$ cat config.mk
export PLATFORM = sky130hd
export DESIGN_NAME = aps_switch
export DESIGN_NICKNAME = d
export VERILOG_FILES = /design/src/logic/aps_pkg.sv /design/src/logic/aps_switch.sv
export VERILOG_INCLUDE_DIRS = /design/src /design/src/logic
export SDC_FILE = /design/constraint.sdc
export NUM_CORES = 1
export LEC_CHECK = 0
export BUFFER_PORTS_ARGS = -buffer_cell sky130_fd_sc_hd__buf_2
export CAP_MARGIN = 25
export CORE_MARGIN = 2
export CORE_UTILIZATION = 45
export CTS_BUF_LIST = sky130_fd_sc_hd__clkbuf_16
export CTS_CLUSTER_SIZE = 8
export DETAILED_ROUTE_END_ITERATION = 7
export HOLD_SLACK_MARGIN = 0.1
export PLACE_DENSITY_LB_ADDON = 0.3
export SETUP_SLACK_MARGIN = 0.02
export SLEW_MARGIN = 10
export SYNTH_ARGS = -nofsm -noshare
export SYNTH_HDL_FRONTEND = slang
export SYNTH_SLANG_ARGS = --single-unit
$ cat constraint.sdc
create_clock -name clk_i -period 4.2 [get_ports clk_i]
set_input_delay 0.84 -clock clk_i [delete_from_list [all_inputs] [get_ports clk_i]]
set_output_delay 0.84 -clock clk_i [all_outputs]
set_load 0.1 [all_outputs]
$ cat src/logic/aps_map.svh
// Register offsets, field positions, reset values and timing for the protection switch
`ifndef APS_MAP_SVH
`define APS_MAP_SVH
`define APS_CFG_OFF        8'h00
`define APS_WTR_OFF        8'h04
`define APS_COMMIT_OFF     8'h08
`define APS_STAT_OFF       8'h0c
`define APS_IRQ_STAT_OFF   8'h10
`define APS_IRQ_MASK_OFF   8'h14
`define APS_CFG_PROT_BIT   0
`define APS_CFG_SDEG_BIT   1
`define APS_CFG_REV_BIT    2
`define APS_CFG_WSEL_LSB   3
`define APS_CFG_PSEL_BIT   5
`define APS_WSEL_AUTO      2'h0
`define APS_WSEL_LINK1     2'h1
`define APS_WSEL_LINK2     2'h2
`define APS_WTR_DEFAULT    10'h03c
`define APS_WTR_MIN        10'h001
`define APS_WTR_MAX        10'h2d0
`define APS_TICK_SECONDS   1
`define APS_CLK_HZ         40000000
`define APS_TICK_CYCLES    (`APS_TICK_SECONDS * `APS_CLK_HZ)
`define APS_IRQ_SWITCH     0
`define APS_IRQ_FAIL1      1
`define APS_IRQ_FAIL2      2
`endif

$ cat src/logic/aps_pkg.sv
// Types for the protection switch controller
package aps_pkg;
   typedef struct packed {
      logic       prot_en;
      logic       sdeg_en;
      logic       revert;
      logic [1:0] wsel;
      logic       psel;
      logic [9:0] wait_to_restore_time;
   } aps_cfg_t;
endpackage : aps_pkg

$ cat src/logic/aps_switch.sv
// 1+1 link protection switch controller with Wishbone registers
// Notes on behaviour
// - protection off: both links run independently
// - protection on: one link backs up working
// - protection defaults off; on gives automatic switching
// - degrade switches only when switch_on_degrade set
// - non-revertive: stay, switch only on failure
// - revertive: return to configured working link
// - working select auto/link1/link2, default link1
// - wait interval applies only in revertive mode
// - read-only status shows active working link
//
// The implementer's own choices: the register offsets and register access over Wishbone.
`include "aps_map.svh"
module aps_switch #(
   parameter int unsigned TICK_CYCLES = `APS_TICK_CYCLES
) (
   // Clock and reset
   input  wire logic        clk_i,
   input  wire logic        rst_i,
   // Wishbone slave
   input  wire logic        cyc_i,
   input  wire logic        stb_i,
   input  wire logic        we_i,
   input  wire logic [7:0]  adr_i,
   input  wire logic [3:0]  sel_i,
   input  wire logic [31:0] dat_i,
   output logic      [31:0] dat_o,
   output logic             ack_o,
   // Framer alarms, asynchronous
   input  wire logic [1:0]  fail_i,
   input  wire logic [1:0]  signal_degraded_i,
   // Traffic control
   output logic             protect_mode_o,
   output logic             active_link_o,
   output logic             irq_o
);
   typedef struct packed {
      aps_pkg::aps_cfg_t pend;
      aps_pkg::aps_cfg_t cfg;
      logic              active;
      logic [31:0]       tick_cnt;
      logic [9:0]        wtr_cnt;
      logic [2:0]        sync_f;
      logic [2:0]        sync_f2;
      logic [2:0]        sync_d;
      logic [2:0]        sync_d2;
      logic [1:0]        fail_s;
      logic [1:0]        deg_s;
      logic [2:0]        istat;
      logic [2:0]        imask;
      logic              ack;
      logic [31:0]       rdat;
   } state_t;

   state_t q, d;
   aps_pkg::aps_cfg_t dflt;
   logic        wr;
   logic        rd_req;
   logic [1:0]  bad;
   logic        home;
   logic        hold;
   logic        tick;
   logic        sw_now;
   logic [2:0]  ev;
   logic        commit;

   always_comb begin
      dflt         = '0;
      dflt.wsel    = `APS_WSEL_LINK1;
      dflt.psel    = 1'b1;
      dflt.wait_to_restore_time     = `APS_WTR_DEFAULT;
   end

   assign wr     = cyc_i && stb_i && we_i && !q.ack;
   assign rd_req = cyc_i && stb_i && !q.ack;
   // Home link: manual selection, auto keeps link 1
   assign home   = (q.cfg.wsel == `APS_WSEL_LINK2) ? 1'b1 : 1'b0;
   assign tick   = (q.tick_cnt == TICK_CYCLES - 1);
   assign hold   = q.cfg.revert && (q.wtr_cnt != 10'h000);
   // Commit strobe, shared by the checks below
   assign commit = wr && sel_i[0] && (adr_i == `APS_COMMIT_OFF) && dat_i[0];

   always_comb begin
      d   = q;
      bad = '0;
      sw_now = 1'b0;
      ev  = '0;
      // Three-stage sync, change accepted when stages 2 and 3 agree
      d.sync_f  = {q.sync_f[1:0], 1'b0};
      d.sync_f2 = {q.sync_f2[1:0], 1'b0};
      d.sync_d  = {q.sync_d[1:0], 1'b0};
      d.sync_d2 = {q.sync_d2[1:0], 1'b0};
      d.sync_f[0]  = fail_i[0];
      d.sync_f2[0] = fail_i[1];
      d.sync_d[0]  = signal_degraded_i[0];
      d.sync_d2[0] = signal_degraded_i[1];
      if (q.sync_f[2] == q.sync_f[1])   d.fail_s[0] = q.sync_f[2];
      if (q.sync_f2[2] == q.sync_f2[1]) d.fail_s[1] = q.sync_f2[2];
      if (q.sync_d[2] == q.sync_d[1])   d.deg_s[0] = q.sync_d[2];
      if (q.sync_d2[2] == q.sync_d2[1]) d.deg_s[1] = q.sync_d2[2];
      bad = q.fail_s | (q.cfg.sdeg_en ? q.deg_s : 2'b00);

      d.tick_cnt = tick ? 32'h0 : q.tick_cnt + 32'h1;
      if (q.wtr_cnt != 10'h000 && tick) d.wtr_cnt = q.wtr_cnt - 10'h001;

      if (q.cfg.prot_en) begin
         // alarms masked during the wait interval
         if (!hold) begin
            // switch only when the active link fails
            if (bad[q.active] && !bad[!q.active]) sw_now = 1'b1;
            // revert to home once it is healthy
            else if (q.cfg.revert && q.active != home && !bad[home]) sw_now = 1'b1;
         end
      end
      if (sw_now) begin
         d.active = !q.active;
         // restart the wait on each activation
         d.wtr_cnt = q.cfg.wait_to_restore_time;
         d.tick_cnt = 32'h0;
      end
      ev[`APS_IRQ_SWITCH] = sw_now;
      ev[`APS_IRQ_FAIL1]  = d.fail_s[0] && !q.fail_s[0];
      ev[`APS_IRQ_FAIL2]  = d.fail_s[1] && !q.fail_s[1];

      // Bus slave, one ack per request, registered one cycle after it
      d.ack = rd_req;
      if (wr && sel_i[0]) begin
         unique case (adr_i)
            `APS_CFG_OFF: begin
               d.pend.prot_en = dat_i[`APS_CFG_PROT_BIT];
               d.pend.sdeg_en = dat_i[`APS_CFG_SDEG_BIT];
               d.pend.revert  = dat_i[`APS_CFG_REV_BIT];
               d.pend.wsel = dat_i[`APS_CFG_WSEL_LSB +: 2];
               if (dat_i[`APS_CFG_WSEL_LSB +: 2] == `APS_WSEL_LINK1)
                  d.pend.psel = 1'b1;
               else if (dat_i[`APS_CFG_WSEL_LSB +: 2] == `APS_WSEL_LINK2)
                  d.pend.psel = 1'b0;
               else begin
                  d.pend.psel = dat_i[`APS_CFG_PSEL_BIT];
                  d.pend.wsel = dat_i[`APS_CFG_PSEL_BIT] ? `APS_WSEL_LINK1
                                                          : `APS_WSEL_LINK2;
                  if (dat_i[`APS_CFG_WSEL_LSB +: 2] == `APS_WSEL_AUTO)
                     d.pend.wsel = `APS_WSEL_AUTO;
               end
            end
            `APS_WTR_OFF: begin
               if (sel_i[1] && {dat_i[9:8], dat_i[7:0]} >= `APS_WTR_MIN
                   && dat_i[9:0] <= `APS_WTR_MAX)
                  d.pend.wait_to_restore_time = dat_i[9:0];
            end
            `APS_COMMIT_OFF: begin
               if (dat_i[0]) begin
                  d.cfg = q.pend;
                  if (q.pend.wsel == `APS_WSEL_LINK1) d.active = 1'b0;
                  else if (q.pend.wsel == `APS_WSEL_LINK2) d.active = 1'b1;
                  if (!q.pend.prot_en) d.wtr_cnt = 10'h000;
               end
            end
            `APS_IRQ_MASK_OFF: d.imask = dat_i[2:0];
            default: ;
         endcase
      end
      // Set wins over write-one-to-clear
      if (wr && sel_i[0] && adr_i == `APS_IRQ_STAT_OFF) d.istat = q.istat & ~dat_i[2:0];
      d.istat = d.istat | ev;

      d.rdat = 32'h0;
      unique case (adr_i)
         `APS_CFG_OFF:      d.rdat = {26'h0, q.pend.psel, q.pend.wsel, q.pend.revert,
                                      q.pend.sdeg_en, q.pend.prot_en};
         `APS_WTR_OFF:      d.rdat = {22'h0, q.pend.wait_to_restore_time};
         `APS_STAT_OFF:     d.rdat = {20'h0, q.wtr_cnt, q.active, q.cfg.prot_en};
         `APS_IRQ_STAT_OFF: d.rdat = {29'h0, q.istat};
         `APS_IRQ_MASK_OFF: d.rdat = {29'h0, q.imask};
         default:           d.rdat = 32'h0;
      endcase
      if (!rd_req) d.rdat = q.rdat;
   end

   always_ff @(posedge clk_i) begin
      if (rst_i) begin
         q      <= '0;
         q.pend <= dflt;
         q.cfg  <= dflt;
      end else begin
         q <= d;
      end
   end

   assign dat_o = q.rdat;
   assign ack_o = q.ack;
   // protect mode: one link carries traffic
   assign protect_mode_o = q.cfg.prot_en;
   assign active_link_o  = q.active;
   assign irq_o          = |(q.istat & q.imask);

   a_switch_on_fail: assert property (@(posedge clk_i) disable iff (rst_i)
      q.cfg.prot_en && !hold && bad[q.active] && !bad[!q.active] && !wr
      |=> active_link_o != $past(active_link_o))
      else $error("active link did not switch on failure");
   a_no_prot_stay: assert property (@(posedge clk_i) disable iff (rst_i)
      !q.cfg.prot_en && !wr |=> $stable(active_link_o))
      else $error("link changed with protection off");
   a_degrade_gate: assert property (@(posedge clk_i) disable iff (rst_i)
      !q.cfg.sdeg_en && !q.fail_s[q.active] && !q.cfg.revert && !wr
      |=> $stable(active_link_o))
      else $error("degrade switched while disabled");
   a_wait_hold: assert property (@(posedge clk_i) disable iff (rst_i)
      hold && !wr |=> $stable(active_link_o))
      else $error("switch during wait interval");
   a_wait_load: assert property (@(posedge clk_i) disable iff (rst_i)
      sw_now && !commit |=> q.wtr_cnt == $past(q.cfg.wait_to_restore_time))
      else $error("wait counter not restarted");
   a_revert_home: assert property (@(posedge clk_i) disable iff (rst_i)
      q.cfg.prot_en && q.cfg.revert && !hold && active_link_o != home && !bad[home] && !wr
      |=> active_link_o == home)
      else $error("no revert to home link");
   a_excl_select: assert property (@(posedge clk_i) disable iff (rst_i)
      q.pend.wsel == `APS_WSEL_LINK1 |-> q.pend.psel)
      else $error("working and protection overlap");
   a_ack_pulse: assert property (@(posedge clk_i) disable iff (rst_i)
      ack_o |=> !ack_o)
      else $error("ack longer than one cycle");

   a_reset_prot_off: assert property (@(posedge clk_i)
      rst_i |=> !protect_mode_o && !active_link_o && !ack_o)
      else $error("protection or link not cleared by reset");

   a_reset_defaults: assert property (@(posedge clk_i)
      rst_i |=> q.cfg.wsel == `APS_WSEL_LINK1 && q.cfg.psel
                && q.cfg.wait_to_restore_time == `APS_WTR_DEFAULT && !q.cfg.revert && !q.cfg.sdeg_en)
      else $error("configuration defaults not restored by reset");

   a_commit_apply: assert property (@(posedge clk_i) disable iff (rst_i)
      commit |=> q.cfg == $past(q.pend))
      else $error("pending settings not applied on commit");

   a_cfg_held: assert property (@(posedge clk_i) disable iff (rst_i)
      !commit |=> $stable(q.cfg))
      else $error("settings changed without commit");

   a_manual_link1: assert property (@(posedge clk_i) disable iff (rst_i)
      commit && q.pend.wsel == `APS_WSEL_LINK1 |=> !active_link_o)
      else $error("manual link 1 selection not applied");

   a_manual_link2: assert property (@(posedge clk_i) disable iff (rst_i)
      commit && q.pend.wsel == `APS_WSEL_LINK2 |=> active_link_o)
      else $error("manual link 2 selection not applied");

   a_excl_link2: assert property (@(posedge clk_i) disable iff (rst_i)
      q.pend.wsel == `APS_WSEL_LINK2 |-> !q.pend.psel)
      else $error("link 2 both working and protection");

   a_wtr_range: assert property (@(posedge clk_i) disable iff (rst_i)
      q.pend.wait_to_restore_time >= `APS_WTR_MIN && q.pend.wait_to_restore_time <= `APS_WTR_MAX)
      else $error("wait interval outside its range");

   a_wait_count: assert property (@(posedge clk_i) disable iff (rst_i)
      tick && q.wtr_cnt != 10'h000 && !sw_now && !commit
      |=> q.wtr_cnt == $past(q.wtr_cnt) - 10'h001)
      else $error("wait counter missed a tick");

   a_tick_range: assert property (@(posedge clk_i) disable iff (rst_i)
      q.tick_cnt <= TICK_CYCLES - 1)
      else $error("tick counter overran its period");

   a_both_bad_stay: assert property (@(posedge clk_i) disable iff (rst_i)
      bad == 2'b11 && !wr |=> $stable(active_link_o))
      else $error("switched with both links bad");

   a_nonrev_stay: assert property (@(posedge clk_i) disable iff (rst_i)
      !q.cfg.revert && !bad[q.active] && !wr |=> $stable(active_link_o))
      else $error("non-revertive switch from a healthy link");

   a_degrade_switch: assert property (@(posedge clk_i) disable iff (rst_i)
      q.cfg.prot_en && q.cfg.sdeg_en && !hold && q.deg_s[q.active]
      && !bad[!q.active] && !wr |=> active_link_o != $past(active_link_o))
      else $error("no switch on degrade");

   a_noprot_wait_clr: assert property (@(posedge clk_i) disable iff (rst_i)
      commit && !q.pend.prot_en |=> q.wtr_cnt == 10'h000)
      else $error("wait counter kept with protection off");

   a_ack_answer: assert property (@(posedge clk_i) disable iff (rst_i)
      rd_req |=> ack_o)
      else $error("request not acknowledged");

   a_switch_flag: assert property (@(posedge clk_i) disable iff (rst_i)
      sw_now |=> q.istat[`APS_IRQ_SWITCH])
      else $error("switch event not recorded");

   a_fail_flag: assert property (@(posedge clk_i) disable iff (rst_i)
      !q.fail_s[1] ##1 q.fail_s[1] |-> q.istat[`APS_IRQ_FAIL2])
      else $error("link 2 failure not recorded");
endmodule : aps_switch
==> summary.txt <==
routed wire length -> 10,300 µm
# setup viols final -> 0
Req. time, crit path -> 4.45 ns
P&R area growth vs syn -> 8.56%
Starting Density -> 46.6%
asr flop ratio synth -> 0%
clock tree buffer depth -> 2
Total Routing Usage GR -> 17.2%
cts bufs inserted -> 9
Total Power -> 2.06 mW
Least-Margin Pin Slew -> 0.857 ns
syn_area_per_cell -> 9.12 µm²
Die Height -> 110 µm
routed vias -> 3,798
HPWL Detailed -> 7290 µm
I/O pin cnt -> 89
GPL Wtd Cong -> 0.810
Internal -> 1.49 mW
slack of the critical path -> 1.43 ns
Sequential Power Share -> 50.7%
Reg clk slew, reported paths -> 0.08 ns
Synth Warn # -> 0
Skew-Pair Late Insertion Delay -> 0.36 ns
power per cell area -> 373 nW/µm²
core area -> 10,900 µm²
critical path arrival -> 3.02 ns
sw frac -> 27.8%
type of origin of the critical path -> input port
Post-CTS Setup Bufs -> 0
nets@finish -> 636
Synth Flop Type -> dfxtp_1
Horiz. Die Dim -> 110 µm
Sink Count -> 109
drt wl/cell -> 14.2 µm
Hold Violations, Final -> 0
IO Port Bufs -> 44
CTS tree -> built
largest net degree at the start of global routing -> 55
drt via density -> 5.23
RSZ-0062 raised after global routing -> false
# DRC -> 0
met3 Use GR -> 4.56%
worst hold path type -> flip-flop to flip-flop
layout cells sized above 1 -> 15.9%
Comb power frac -> 8.4%
Final Slew Violations -> 0
Clock power frac -> 40.9%
TritonRoute pass-1 iters -> 4
Yosys cell types -> 62
max cap viols -> 0
outcome -> completed
Antenna Nets Post-Route -> 0
GR Layer Usage met1 -> 22.9%
FF+latch count, synth -> 109
fraction of the yosys area taken by sequential cells -> 42.8%
mapped cell area -> 5100 µm²
Post-Layout Cell Count -> 726
H-tree level count -> 3
minimum clock period -> 2.77 ns
Setup Crit Path Kind -> input port to flip-flop
cts hold-fix bufs -> 0
worst clock skew -> 0.0104 ns
Hold WS -> 0.442 ns
gr ovfl total -> 0
Peak VDD IR -> 324 µV
Max Clock Freq -> 361 MHz
max_slew headroom -> 42.6%
Crit. End Element -> flip-flop
most crowded layer after global routing -> met2
vias in the first global route -> 3,627
ant diodes -> 0
# resized after CTS -> 0
pre-CTS setup slack -> 1.07 ns
Post-Synthesis Cells -> 559
Fin Setup TNS -> 0 ns
P_sw -> 0.573 mW
GR Util met2 -> 27.7%
EDFF count, synth -> 0
worst-path fanout max -> 12
initial antenna violation count -> 0
Rows -> 38
total die area -> 12,200 µm²
Tcrit/Tclk final -> 66.0%
P_leak -> 2.30 nW
DP Cell Count -> 709
CTS root buffer -> clkbuf_16
Starting DRT DRC Count -> 180
global-route wire length before repair -> 17,400 µm
## worst max-delay path, stage by stage
cell     delay, ns
buf_2         0.09
or4_4         0.57
nor4_4        0.21
nand4_1       0.58
or2_1         0.47
a32o_1        0.26
## metrics by stage
stage | util [%] | cell area, µm²
6_report | 50.6 | 5540
3_5_place_dp | 47.8 | 5230
3_3_place_gp | 47.8 | 5230
4_1_cts | 50.5 | 5520
2_1_floorplan | - | 5170
5_1_grt | 50.6 | 5540
## synthesized netlist by cell type, types with 3 or more instances
cell type | count | area (µm²)
nor4_1 | 6 | 37.5
a21oi_1 | 19 | 95.1
a221oi_1 | 3 | 26.3
nand3_1 | 28 | 140
inv_1 | 14 | 52.6
nor2_1 | 83 | 312
clkbuf_1 | 13 | 48.8
mux2_2 | 4 | 45.0
buf_2 | 4 | 20.0
nor2b_1 | 19 | 119
and3_1 | 10 | 62.6
dfxtp_1 | 109 | 2180
and4_1 | 7 | 61.3
o211ai_1 | 3 | 22.5
mux2i_1 | 31 | 310
nor3_1 | 9 | 45.0
xor2_1 | 17 | 149
mux4_2 | 3 | 67.6
buf_4 | 36 | 270
nand2_1 | 41 | 154
xnor2_1 | 21 | 184
a211oi_2 | 8 | 100
nand3b_1 | 3 | 22.5
nand4_1 | 9 | 56.3
o21ai_0 | 13 | 65.1
## registers in the layout, indices dropped and copies added (netlist names)
register	count
dat_o	12
protect_mode_o	1
ack_o	1
active_link_o	1
q	86
d	8
## routing by layer
metal	vias up	routed length, µm
met5	-	0
met4	0	128
met3	12	491
met2	97	4790
met1	1763	4870
li1	1926	-
## kinds of logic after synthesis
group	count (synthesis)	synth area share, %
other	1	0.0735
XOR/XNOR	38	6.53
adder cells (fa/ha/maj)	3	0.687
flip-flops	109	42.8
buffers and inverters	71	8.27
multiplexers	38	8.29
AO/OA/AOI/OAI	64	9.33
AND/OR/NAND/NOR	235	24.0
## area by class of cell
class	count	area, µm²
multi-input combinational	398	2570
timing repair buffer	49	262
tap	140	175
clock buffer	9	225
sequential	109	2180
fill	1044	5400
clock inverter	7	72.6
inverter	14	52.6
## power by group through the flow
stage / Clock [mW] / Sequential, mW / Combinational, mW
after floorplan: 0 / 1.07 / 0.152
after global placement: 0 / 1.07 / 0.170
after detailed placement: 0 / 1.07 / 0.172
after CTS: 0.864 / 1.05 / 0.172
after global routing: 0.906 / 1.05 / 0.182
final: 0.844 / 1.05 / 0.173
## final timing paths
kind,startpoint,endpoint,slack (ns),depth (start not counted)
worst max-delay path,adr_i[5],active_link_o$_SDFF_PP0_,1.43,6
worst min-delay path,d[44]$_SDFF_PP0_,d[45]$_SDFF_PP0_,0.44,1
worst max register to register,q[55]$_SDFF_PP0_,q[90]$_SDFF_PP0_,1.45,9
worst min register to register,d[44]$_SDFF_PP0_,d[45]$_SDFF_PP0_,0.44,1
## placed cells by master (no fill, tap or decap), types with 9 or more instances in the layout
cell type	n
and3_1	10
nand4_1	9
conb_1	20
inv_1	14
mux2i_1	31
buf_2	44
xor2_1	17
dfxtp_1	109
xnor2_1	21
nand3_1	28
nor3_1	9
nor2b_1	19
clkbuf_16	9
a21oi_1	19
nor2_1	83
nand2_1	41
o21ai_0	13
Note: power is estimated with default switching activity, not from simulation.
